[src/logic/ssx_defines.svh]
`ifndef SSX_DEFINES_SVH
`define SSX_DEFINES_SVH

// shift register length and parallel output width
`define SSX_STAGES 8
// event buffer depth, must be a power of two
`define SSX_FIFO_DEPTH 8
// event word: {kind, data bit, strobe level}
`define SSX_EVT_WIDTH 3
`define SSX_EVT_STROBE_BIT 0
`define SSX_EVT_DATA_BIT 1
`define SSX_EVT_KIND_BIT 2
// reset values
`define SSX_SHIFT_RESET 8'h00
`define SSX_LATCH_RESET 8'h00
`define SSX_STROBE_RESET 1'h1

`endif

[src/logic/ssx_pkg.sv]
package ssx_pkg;

    typedef enum logic {
        SSX_EVT_STROBE = 1'b0,
        SSX_EVT_SHIFT = 1'b1
    } ssx_evt_kind_t;

    typedef logic [7:0] ssx_word_t;

endpackage : ssx_pkg

[src/logic/ssx_edge.sv]
`timescale 1ns/1ps
// rising-edge and change detection on pin levels
module ssx_edge #(
    parameter int WIDTH = 2
) (
    // clock and reset
    input wire logic clk,
    input wire logic rst,
    // pin levels
    input wire logic [WIDTH-1:0] level,
    input wire logic [WIDTH-1:0] level_init,
    // detected events
    output logic [WIDTH-1:0] rise,
    output logic [WIDTH-1:0] change
);

    logic [WIDTH-1:0] prev_reg;
    logic primed_reg;

    // reset value is a constant; the first sample after release primes the history
    always_ff @(posedge clk or posedge rst) begin
        if (rst) begin
            prev_reg <= '0;
        end else begin
            prev_reg <= level;
        end
    end

    always_ff @(posedge clk or posedge rst) begin
        if (rst) begin
            primed_reg <= 1'b0;
        end else begin
            primed_reg <= 1'b1;
        end
    end

    // before priming, compare against the assumed idle levels
    always_comb begin
        rise = level & ~(primed_reg ? prev_reg : level_init);
        change = level ^ (primed_reg ? prev_reg : level_init);
    end

endmodule : ssx_edge

[src/logic/ssx_fifo.sv]
`timescale 1ns/1ps
module ssx_fifo #(
    parameter int WIDTH = 3,
    parameter int DEPTH = 8
) (
    // clock and reset
    input wire logic clk,
    input wire logic rst,
    // fill side
    input wire logic in_valid,
    output logic in_ready,
    input wire logic [WIDTH-1:0] in_data,
    // drain side
    output logic out_valid,
    input wire logic out_ready,
    output logic [WIDTH-1:0] out_data
);

    localparam int AW = $clog2(DEPTH);

    logic [WIDTH-1:0] mem [DEPTH];
    logic [AW:0] wr_ptr_reg;
    logic [AW:0] rd_ptr_reg;
    logic push;
    logic pop;

    // full when pointers differ only in the wrap bit
    assign in_ready = !((wr_ptr_reg[AW] != rd_ptr_reg[AW]) && (wr_ptr_reg[AW-1:0] == rd_ptr_reg[AW-1:0]));
    assign out_valid = (wr_ptr_reg != rd_ptr_reg);
    assign push = in_valid && in_ready;
    assign pop = out_valid && out_ready;
    assign out_data = mem[rd_ptr_reg[AW-1:0]];

    always_ff @(posedge clk) begin
        if (push) begin
            mem[wr_ptr_reg[AW-1:0]] <= in_data;
        end
    end

    always_ff @(posedge clk or posedge rst) begin
        if (rst) begin
            wr_ptr_reg <= '0;
        end else if (push) begin
            wr_ptr_reg <= wr_ptr_reg + 1'b1;
        end
    end

    always_ff @(posedge clk or posedge rst) begin
        if (rst) begin
            rd_ptr_reg <= '0;
        end else if (pop) begin
            rd_ptr_reg <= rd_ptr_reg + 1'b1;
        end
    end

endmodule : ssx_fifo

[src/logic/ssx_expander.sv]
// Function
// - eight-stage shift register whose contents end up on eight parallel outputs.
// - each shift clock rising edge shifts the data input into stage one, except an edge that arrives while the event buffer is full.
// - strobe high and clear inactive: shifting leaves the output latch unchanged.
// - strobe going low copies the shift register into the latch.
// - strobe held low: latch follows the shift register on every shift.
// - latch contents drive the eight parallel outputs at all times.
// - clear low zeroes every latch bit regardless of clock and strobe.
// - clear never touches the shift register.
// - cascade output shows shift data independent of clear and strobe.
`timescale 1ns/1ps
`include "ssx_defines.svh"
module ssx_expander
    import ssx_pkg::*;
#(
    parameter int STAGES = `SSX_STAGES,
    parameter int FIFO_DEPTH = `SSX_FIFO_DEPTH
) (
    // clock and reset
    input wire logic clk,
    input wire logic rst,
    // host serial pins
    input wire logic serial_data,
    input wire logic shift_clk,
    input wire logic latch_load,
    input wire logic latch_clear_n,
    // event flow
    output logic event_ready,
    output logic event_dropped,
    input wire logic apply_stall,
    // device pins
    output logic [STAGES-1:0] parallel_out,
    output logic serial_out
);

    localparam int EW = `SSX_EVT_WIDTH;

    // field helpers shared by the fill and drain sides, so packing and unpacking cannot drift apart
    function automatic logic [EW-1:0] evt_pack(input logic is_shift, input logic data, input logic strobe);
        logic [EW-1:0] word;
        word = '0;
        word[`SSX_EVT_KIND_BIT] = is_shift;
        word[`SSX_EVT_DATA_BIT] = data;
        word[`SSX_EVT_STROBE_BIT] = strobe;
        return word;
    endfunction : evt_pack

    function automatic logic evt_is_shift(input logic [EW-1:0] word);
        return word[`SSX_EVT_KIND_BIT] == SSX_EVT_SHIFT;
    endfunction : evt_is_shift

    function automatic logic evt_data(input logic [EW-1:0] word);
        return word[`SSX_EVT_DATA_BIT];
    endfunction : evt_data

    function automatic logic evt_strobe(input logic [EW-1:0] word);
        return word[`SSX_EVT_STROBE_BIT];
    endfunction : evt_strobe

    logic [1:0] rise;
    logic [1:0] change;
    logic shift_event;
    logic strobe_event;
    logic evt_valid;
    logic [EW-1:0] evt_word;
    logic q_valid;
    logic q_ready;
    logic [EW-1:0] q_word;
    logic apply;
    logic apply_shift;
    logic [STAGES-1:0] shift_reg;
    logic [STAGES-1:0] shift_next;
    logic [STAGES-1:0] shift_in;
    logic [STAGES-1:0] latch_reg;
    logic strobe_reg;
    logic strobe_next;
    logic dropped_reg;

    // bit 0 shift clock, bit 1 strobe; both idle high
    ssx_edge #(
        .WIDTH(2)
    ) u_edge (
        .clk(clk),
        .rst(rst),
        .level({latch_load, shift_clk}),
        .level_init(2'h3),
        .rise(rise),
        .change(change)
    );

    assign shift_event = rise[0];
    assign strobe_event = change[1];
    assign evt_valid = shift_event || strobe_event;

    // a shift event carries the strobe level seen with it, so ordering is kept
    always_comb begin
        evt_word = evt_pack(shift_event ? SSX_EVT_SHIFT : SSX_EVT_STROBE, serial_data, latch_load);
    end

    // buffered so a stalled consumer does not lose pin activity until full
    ssx_fifo #(
        .WIDTH(EW),
        .DEPTH(FIFO_DEPTH)
    ) u_fifo (
        .clk(clk),
        .rst(rst),
        .in_valid(evt_valid),
        .in_ready(event_ready),
        .in_data(evt_word),
        .out_valid(q_valid),
        .out_ready(q_ready),
        .out_data(q_word)
    );

    assign q_ready = !apply_stall;
    assign apply = q_valid && q_ready;
    assign apply_shift = apply && evt_is_shift(q_word);

    // stage one is bit 0 and takes the queued pin data; every later stage takes its lower neighbour
    for (genvar s = 0; s < STAGES; s++) begin : g_stage
        if (s == 0) begin : g_first
            assign shift_in[s] = evt_data(q_word);
        end else begin : g_rest
            assign shift_in[s] = shift_reg[s-1];
        end
    end

    always_comb begin
        shift_next = shift_reg;
        if (apply_shift) begin
            shift_next = shift_in;
        end
    end

    always_comb begin
        strobe_next = strobe_reg;
        if (apply) begin
            strobe_next = evt_strobe(q_word);
        end
    end

    // clear is not an input here: it only acts on the latch
    always_ff @(posedge clk or posedge rst) begin
        if (rst) begin
            shift_reg <= `SSX_SHIFT_RESET;
        end else begin
            shift_reg <= shift_next;
        end
    end

    always_ff @(posedge clk or posedge rst) begin
        if (rst) begin
            strobe_reg <= `SSX_STROBE_RESET;
        end else begin
            strobe_reg <= strobe_next;
        end
    end

    // clear acts immediately, unbuffered; low strobe makes the latch transparent
    always_ff @(posedge clk or posedge rst) begin
        if (rst) begin
            latch_reg <= `SSX_LATCH_RESET;
        end else if (!latch_clear_n) begin
            latch_reg <= `SSX_LATCH_RESET;
        end else if (!strobe_next) begin
            latch_reg <= shift_next;
        end
        // strobe high: latch holds
    end

    // pin activity lost while the buffer is full
    always_ff @(posedge clk or posedge rst) begin
        if (rst) begin
            dropped_reg <= 1'b0;
        end else begin
            dropped_reg <= evt_valid && !event_ready;
        end
    end

    assign event_dropped = dropped_reg;
    assign parallel_out = latch_reg;
    assign serial_out = shift_reg[STAGES-1];

endmodule : ssx_expander

[config.mk]
export PLATFORM = sky130hd
export DESIGN_NAME = ssx_expander
export DESIGN_NICKNAME = d
export VERILOG_FILES = /design/src/logic/ssx_pkg.sv /design/src/logic/ssx_edge.sv /design/src/logic/ssx_fifo.sv /design/src/logic/ssx_expander.sv
export VERILOG_INCLUDE_DIRS = /design/src /design/src/logic
export SDC_FILE = /design/constraint.sdc
export NUM_CORES = 1
export LEC_CHECK = 0
export BUFFER_PORTS_ARGS = -buffer_cell sky130_fd_sc_hd__buf_2
export CORE_ASPECT_RATIO = 1.5
export CORE_MARGIN = 3
export CORE_UTILIZATION = 45
export CTS_CLUSTER_DIAMETER = 100
export DETAILED_ROUTE_END_ITERATION = 8
export PLACE_DENSITY = 0.64
export SLEW_MARGIN = 40
export SYNTH_ARGS = -nofsm -noshare
export SYNTH_HDL_FRONTEND = slang
export SYNTH_SLANG_ARGS = --single-unit
export TNS_END_PERCENT = 1
[constraint.sdc]
create_clock -name clk -period 2.55 [get_ports clk]
set_input_delay 0.3825 -clock clk [delete_from_list [all_inputs] [get_ports clk]]
set_output_delay 0.3825 -clock clk [all_outputs]
set_load 0.005 [all_outputs]
==> results of run 1 <==
==> final timing paths <==
| check | endpoint | slack, ps | cells past startpoint |
|---|---|---|---|
| min in group clk | u_edge.prev_reg[0] | 190 | 1 |
| worst max-delay path | parallel_out[7] | 270 | 5 |
| worst max register to register | parallel_out[7] | 270 | 5 |
| max in group asynchronous | shift_reg[7] | 1870 | 3 |
| worst min-delay path | u_fifo.rd_ptr_reg[3] | 80 | 2 |
| worst min register to register | u_fifo.wr_ptr_reg[3] | 500 | 1 |
==> cell type report <==
cell class | count | area [um2] | share of cell area (%)
flip-flops and latches | 53 | 1450 | 59.1
multi-input cells | 70 | 691 | 28.2
repair buffers | 23 | 130 | 5.31
well taps | 64 | 80.1 | 3.27
clock buffers | 5 | 68.8 | 2.81
clock inverters | 3 | 26.3 | 1.07
inverters | 2 | 7.51 | 0.306
==> logic make-up after synthesis <==
family / share of synthesized area [%]
XOR/XNOR: 3.99
other: 0.171
multiplexers: 14.0
AO/OA/AOI/OAI: 5.35
flip-flops: 65.9
buffers and inverters: 2.68
AND/OR/NAND/NOR: 6.83
adder cells (fa/ha/maj): 1.14
==> report_power, final <==
part / internal (uW) / switching (uW) / total, uW / leakage [uW]
combinational: 575 / 444 / 1020 / 0.000378
sequential: 1170 / 231 / 1400 / 0.000572
clock: 200 / 282 / 482 / 0.0000487
==> routing by layer <==
metal	part of all wire, %	global-route usage (%)	up-vias
met2	57	25.9	22
met3	3.6	3.84	4
li1	-	-	534
met1	38	16.2	590
met5	0	0	-
met4	1.3	5.34	0
==> stage by stage <==
step | std cells | hold WS, ps | total power [uW] | setup slack [ps] | util [%]
floorplan | 133 | 414 | 2200 | 372 | -
global placement | 212 | 420 | 2400 | 302 | 51.0
detailed placement | 212 | 428 | 2450 | 275 | 51.0
CTS | 220 | 90.9 | 2940 | 264 | 53.1
global route | 220 | 108 | 3110 | 87.5 | 53.1
finish | 220 | 79.0 | 2900 | 272 | 53.1
==> Yosys cell counts, drive strengths merged, types with 3 or more instances <==
| cell | count |
|---|---|
| and2 | 3 |
| nand2b | 3 |
| buf | 7 |
| xnor2 | 7 |
| dfrtp | 28 |
| nor3b | 5 |
| edfxtp | 24 |
| mux4 | 6 |
| nand2 | 5 |
| a22o | 8 |
| xor2 | 3 |
| mux2 | 11 |
==> metrics.txt, run 1 <==
Layout area overhead=11.6%; leakage=0.000998 uW; startpoint class of the critical path=register; leading cell type in the layout, fill and taps excluded=dfrtp_1; RePlAce Congestion=0.777; Max IR drop VDD=536 uV; post-CTS resize count=0; CP arrival=2480 ps; Data required, critical path=2750 ps; Reg2Reg Launch Point=u_fifo.rd_ptr_reg[0]; Max Freq=0.439 GHz; CTS max path bufs=2; cell taking the most area after synthesis=edfxtp_1; initial drt markers=39; per-cell routed wire length=16.8 um; RSZ-0062 raised after global routing=no; PD cells=1180 nW/um2; All-Layer GR Usage=14.5%; slowest CP cell=mux4_1; number of synthesized flops with an enable pin=24; # H-tree levels=2; Core Box Area=4620 um2; total routed wirelength=3.70 mm; Hold Violations, Final=0; Final Skew=4.16 ps; initial antenna violation count=0; root buf cell=clkbuf_8; post-CTS setup buffers=0; Area after DPL=2360 um2; Slew Limit Fails=0; Worst path top cell family by delay=multiplexers; Tmin final=2280 ps; #FFs+latches synth=53; ranking of synthesized cells by area=edfxtp_1, dfrtp_1, mux2_4; max reg flops=24; number of fill cells in the layout=407; NumNets Final=164; num ports=18; post-layout instance area=2450 um2; worst skew pair latency=300 ps; post-synth cell types=34; vias per std cell=5.23; max cap viols=0; clock sinks=53; Die W=63.1 um; CTS clk-pin slew, worst paths=100 ps; vias in the first global route=1292; sequence of cells on the critical path=mux4_1 > mux2_2 > and2_4 > mux2_4 > a22o_1; Slew HR=64.4%; DR pass1 iterations=4; max incr delay on CP=610 ps; HPWL after DPL=2.83 mm; largest net degree at the start of global routing=19; cell count after synthesis=133; Post-Syn Nets=142; status=complete, no violations; post-route ant nets=0; synthesized area=2200 um2; dominant synthesized flop cell=dfrtp_1; DR vias=1150; CP Buf/Inv Count=0; commonest cells after routing, fill and taps aside=dfrtp_1, edfxtp_1, buf_2; DIE HEIGHT=91.6 um; Syn. warnings=0; Avg Cell Area, Syn=16.5 um2; Rows=30; share of cells above drive strength 1=30.8%; Synth async-reset ratio=54.7%; TNS Setup=0 ps; IO buf count=17; fin crit share=89.3%; Min-Delay Path Class=in -> async; crit path capture type=register; CTS Buf Count=5; final setup fails=0; area of the die=5770 um2; Least-Margin Pin Slew=533 ps; total gr overflow=0; n_diodes=0; register area share after synthesis=65.9%; drt drc=0; critical path class=reg -> reg; worst-path fanout max=8; TritonCTS clock tree=built; first-pass GRT wire length=6.32 mm; top-area cell type share of the netlist area=32.8%; CP startpoint=u_fifo.rd_ptr_reg[0]; Starting Density=47.6%; CTS hold repair buffers=0
(Power assumes the default switching activity.)
==> inputs of run 2 (changes only) <==
--- a/config.mk
+++ b/config.mk
@@ -12,7 +12,8 @@
 export CORE_UTILIZATION = 45
 export CTS_CLUSTER_DIAMETER = 100
 export DETAILED_ROUTE_END_ITERATION = 8
-export PLACE_DENSITY = 0.64
+export GPL_TIMING_DRIVEN = 0
+export PLACE_DENSITY_LB_ADDON = 0.2
 export SLEW_MARGIN = 40
 export SYNTH_ARGS = -nofsm -noshare
 export SYNTH_HDL_FRONTEND = slang
==> run 2 against run 1 <==
  * Via count shrank 1.5%
  * Sequential power shrank 8%
  * Count of clock-buffer cells in the layout grew 2
  * Power grew 2.1%
  * Flip-flop and latch count is the same
  * Register-to-register slack lost 40 ps
  * Critical endpoint unchanged
  * Largest cell class unchanged
  * Largest power group unchanged
==> metrics.txt, run 2 (same netlist as run 1, synthesis figures left out) <==
crit path capture type=register; Layout area overhead=12.2%; num ports=18; leakage=0.00100 uW; Min-Delay Path Class=in -> async; Data required, critical path=2740 ps; RePlAce Congestion=0.731; CP arrival=2510 ps; n_diodes=0; fin crit share=91.0%; Pint=2030 uW; vias in the first global route=1232; TritonCTS clock tree=built; first-pass GRT wire length=6.02 mm; post-CTS setup buffers=0; # H-tree levels=2; commonest cells after routing, fill and taps aside=dfrtp_1, edfxtp_1, buf_2; Final Skew=2.86 ps; CTS clk-pin slew, worst paths=90 ps; number of fill cells in the layout=399; DR pass1 iterations=4; Least-Margin Pin Slew=592 ps; multi-input logic area=691 um2; total routed wirelength=3.58 mm; switching share of power=31.5%; share of cells above drive strength 1=31.0%; Max Freq=0.431 GHz; vias per std cell=5.10; routing usage on met3=2.85%; Clk pwr share=17.2%; critical path class=reg -> reg; met2 Track Usage GR=24.5%; final setup fails=0; Max IR drop VDD=774 uV; Tmin final=2320 ps; Starting Density=47.6%; gr busiest metal=met2; Core Util, Final=53.4%; leading cell type in the layout, fill and taps excluded=dfrtp_1; post-CTS resize count=0; RSZ-0062 raised after global routing=no; IO buf count=17; CTS Buf Count=5; TNS Setup=0 ps; DIE HEIGHT=91.6 um; area of the die=5770 um2; max cap viols=0; Core Box Area=4620 um2; worst skew pair latency=300 ps; Slew Limit Fails=0; largest net degree at the start of global routing=30; initial drt markers=58; CTS max path bufs=2; All-Layer GR Usage=13.8%; DR vias=1133; Reg2Reg Launch Point=u_fifo.rd_ptr_reg[0]; Gate power share=39.0%; drt drc=0; HPWL after DPL=2.63 mm; Die W=63.1 um; switching power=932 uW; met1 Usage GRT=15.5%; Reg power frac=43.8%; worst-path fanout max=8; per-cell routed wire length=16.1 um; root buf cell=clkbuf_8; max reg flops=24; Seq. cell area=1450 um2; CTS hold repair buffers=0; initial antenna violation count=0; startpoint class of the critical path=register; Slew HR=60.5%; status=complete, no violations; Hold Violations, Final=0; total gr overflow=0; post-route ant nets=0; clock sinks=53; Rows=30; NumNets Final=166; PD cells=1200 nW/um2; CP startpoint=u_fifo.rd_ptr_reg[0]
run 2: changes by cell type in the layout (fill, tap and decap cells not counted), sizes merged:
cell	change
clkbuf	+3
clkinv	-1
buf	+1
inv	-1
run 2: power groups by stage:
stage               Combinational, uW  Clock [uW]  Sequential, uW
global route                     1280         555            1320
floorplan                         919           0            1280
detailed placement               1170           0            1310
finish                           1150         509            1290
CTS                              1180         517            1300
global placement                 1130           0            1300
run 2: layer usage:
layer | vias to the layer above | wire, um
met3 | 6 | 126
met5 | - | 0
met1 | 565 | 1400
met4 | 0 | 56
li1 | 540 | -
met2 | 22 | 2000
run 2: area by class of cell:
class | count | share of cell area [%]
sequential | 53 | 58.7
multi-input combinational | 70 | 28.0
clock buffer | 7 | 3.96
timing repair buffer | 17 | 3.45
tap | 64 | 3.25
buffer | 8 | 2.08
inverter | 2 | 0.305
clock inverter | 1 | 0.203
run 2: worst paths after layout:
check	to	slack, ps	cells past startpoint
setup reg to reg	parallel_out[7]	230	7
min in group clk	u_edge.prev_reg[0]	200	1
max in group asynchronous	parallel_out[7]	2030	2
hold / removal	shift_reg[1]	140	2
hold reg to reg	u_fifo.rd_ptr_reg[3]	500	1
setup / recovery	parallel_out[7]	230	7
run 2: per-stage QoR:
stage | total power [uW] | cell area [um2] | cells | hold WS (ps) | setup WS, ps
after global routing | 3150 | 2460 | 222 | 174 | 118
after detailed placement | 2480 | 2360 | 214 | 479 | 219
after floorplan | 2200 | 2200 | 133 | 414 | 372
after CTS | 2990 | 2460 | 222 | 149 | 191
final | 2960 | 2460 | 222 | 135 | 228
after global placement | 2430 | 2360 | 214 | 478 | 229
run 2: critical path, cell delays in order (launching register included):
cell and delay [ps]:
dfrtp_1 370, buf_6 160, mux4_1 580, mux2_2 290, and2_4 160, buf_6 140, mux2_4 310, a22o_1 210
==> inputs of run 3 (changes only) <==
--- a/config.mk
+++ b/config.mk
@@ -7,8 +7,9 @@
 export NUM_CORES = 1
 export LEC_CHECK = 0
 export BUFFER_PORTS_ARGS = -buffer_cell sky130_fd_sc_hd__buf_2
+export CELL_PAD_IN_SITES_DETAIL_PLACEMENT = 0
+export CELL_PAD_IN_SITES_GLOBAL_PLACEMENT = 1
 export CORE_ASPECT_RATIO = 1.5
-export CORE_MARGIN = 3
 export CORE_UTILIZATION = 45
 export CTS_CLUSTER_DIAMETER = 100
 export DETAILED_ROUTE_END_ITERATION = 8
==> run 3 against run 2 <==
  * Worst setup slack improved by 7.1 ps
  * Flip-flop and latch count did not move
  * Cell area rose by 0.30%
  * First-iteration DRC count fell by 12%
  * Critical path depth did not move
  * Count of clock-buffer cells in the layout fell by 2
  * Power rose by 1.3%
  * Via count rose by 1.6%
  * Hold slack got worse by 4.6 ps
  * Utilization rose by 0.16 points
  * Critical path type unchanged
  * Largest cell class unchanged
  * Highest routed layer unchanged
==> metrics.txt, run 3 (same netlist as run 1, synthesis figures left out) <==
total routed wirelength=3.49 mm; RePlAce Congestion=0.768; num ports=18; Worst path top cell family by delay=multiplexers; switching power=934 uW; Rows=30; CTS hold repair buffers=0; M1 WL=1.45 mm; post-CTS setup buffers=0; All-Layer GR Usage=15.3%; post-layout instance area=2470 um2; clock sinks=53; status=complete, no violations; crit path capture type=register; Max IR drop VDD=734 uV; first-pass GRT wire length=5.68 mm; Clk pwr share=18.4%; CP arrival=2510 ps; drt drc=0; max incr delay on CP=520 ps; Least-Margin Pin Slew=589 ps; RR Endpoint=parallel_out[5]; DR WL met3=75 um; vias in the first global route=1140; switching share of power=31.2%; Tmin final=2310 ps; Slew HR=60.6%; share of cells above drive strength 1=31.0%; commonest cells after routing, fill and taps aside=dfrtp_1, edfxtp_1, buf_2; # H-tree levels=2; worst skew pair latency=300 ps; post-route ant nets=0; NumNets Final=166; PD cells=1210 nW/um2; max cap viols=0; CTS Buf Count=5; vias per std cell=5.18; Reg2Reg Launch Point=u_fifo.rd_ptr_reg[1]; fin crit share=90.8%; IO buf count=17; sequence of cells on the critical path=buf_2 > mux4_2 > mux2_2 > mux2i_1 > nor2b_1 > clkbuf_1 > a22o_1; Crit path depth=7; CP Buf/Inv Count=2; DR vias=1151; RSZ-0062 raised after global routing=no; post-CTS resize count=0; HPWL after DPL=2.51 mm; reg2reg setup slack=240 ps; number of fill cells in the layout=386; final setup fails=0; Reg power frac=43.1%; worst-path fanout max=9; per-cell routed wire length=15.7 um; initial antenna violation count=0; initial drt markers=51; Final Skew=7.91 ps; CP startpoint=u_fifo.rd_ptr_reg[1]; leakage=0.00100 uW; TritonCTS clock tree=built; DIE HEIGHT=87.6 um; total gr overflow=0; Hold Violations, Final=0; Pint=2060 uW; largest net degree at the start of global routing=30; Min-Delay Path Class=in -> async; DR pass1 iterations=4; uppermost layer routed=met4; CTS clk-pin slew, worst paths=90 ps; root buf cell=clkbuf_8; Max Freq=0.432 GHz; leading cell type in the layout, fill and taps excluded=dfrtp_1; R2R depth=7; Slew Limit Fails=0; Gate power share=38.5%; critical path class=reg -> reg; Data required, critical path=2750 ps; CTS max path bufs=2; Starting Density=47.6%; slowest CP cell=mux4_2; Area after DPL=2360 um2; area of the die=5170 um2; CP endpoint=parallel_out[5]; max reg flops=24; metal2 WL=1.90 mm; n_diodes=0; startpoint class of the critical path=register; Layout area overhead=12.5%; Core Box Area=4620 um2; TNS Setup=0 ps; Die W=59.1 um
-- run 3: changes by cell type in the layout (fill, tap and decap cells not counted) --
cell / delta
clkinvlp_4: +1
clkinv_2: -1
clkbuf_16: -1
bufinv_16: +1
clkbuf_1: -1
clkinv_1: +1
-- run 3: worst min path at each step --
stage                         start                    to  slack (ps)  depth (start not counted)
6_report                        rst         event_dropped         130                          2
5_1_grt                         rst         event_dropped         170                          2
4_1_cts                         rst         event_dropped         150                          2
3_5_place_dp                    rst         event_dropped         480                          2
3_3_place_gp   u_fifo.wr_ptr_reg[3]  u_fifo.wr_ptr_reg[3]         480                          1
2_1_floorplan             shift_clk    u_edge.prev_reg[0]         410                          0
-- run 3: final cells by class --
| cell class | instances | area [um2] | area share (%) |
|---|---|---|---|
| Inverter | 2 | 7.51 | 0.304 |
| Sequential cell | 53 | 1450 | 58.6 |
| Timing Repair Buffer | 17 | 85.1 | 3.44 |
| Multi-Input combinational cell | 70 | 691 | 27.9 |
| Tap cell | 64 | 80.1 | 3.24 |
| Buffer | 8 | 51.3 | 2.07 |
| Clock buffer | 5 | 68.8 | 2.78 |
| Clock inverter | 3 | 41.3 | 1.67 |
-- run 3: stage by stage --
stage	setup WS (ps)	hold slack (ps)	std cells	total power, uW	utilization, %
global route	78.6	169	222	3180	53.6
detailed placement	244	484	214	2470	51.2
CTS	221	148	222	3030	53.6
finish	236	130	222	3000	53.6
global placement	261	478	214	2420	51.2
floorplan	372	414	133	2200	-
-- run 3: power by group through the flow --
stage	clock network (uW)	registers, uW	logic, uW
floorplan	0	1280	919
global placement	0	1300	1130
detailed placement	0	1310	1160
CTS	561	1290	1170
global route	588	1320	1270
finish	552	1290	1150
-- run 3: per-layer routing --
| layer | global-route usage (%) | vias up |
|---|---|---|
| met2 | 26.5 | 17 |
| li1 | - | 533 |
| met1 | 17.5 | 595 |
| met3 | 3.69 | 6 |
| met4 | 6.93 | 0 |
| met5 | 0 | - |
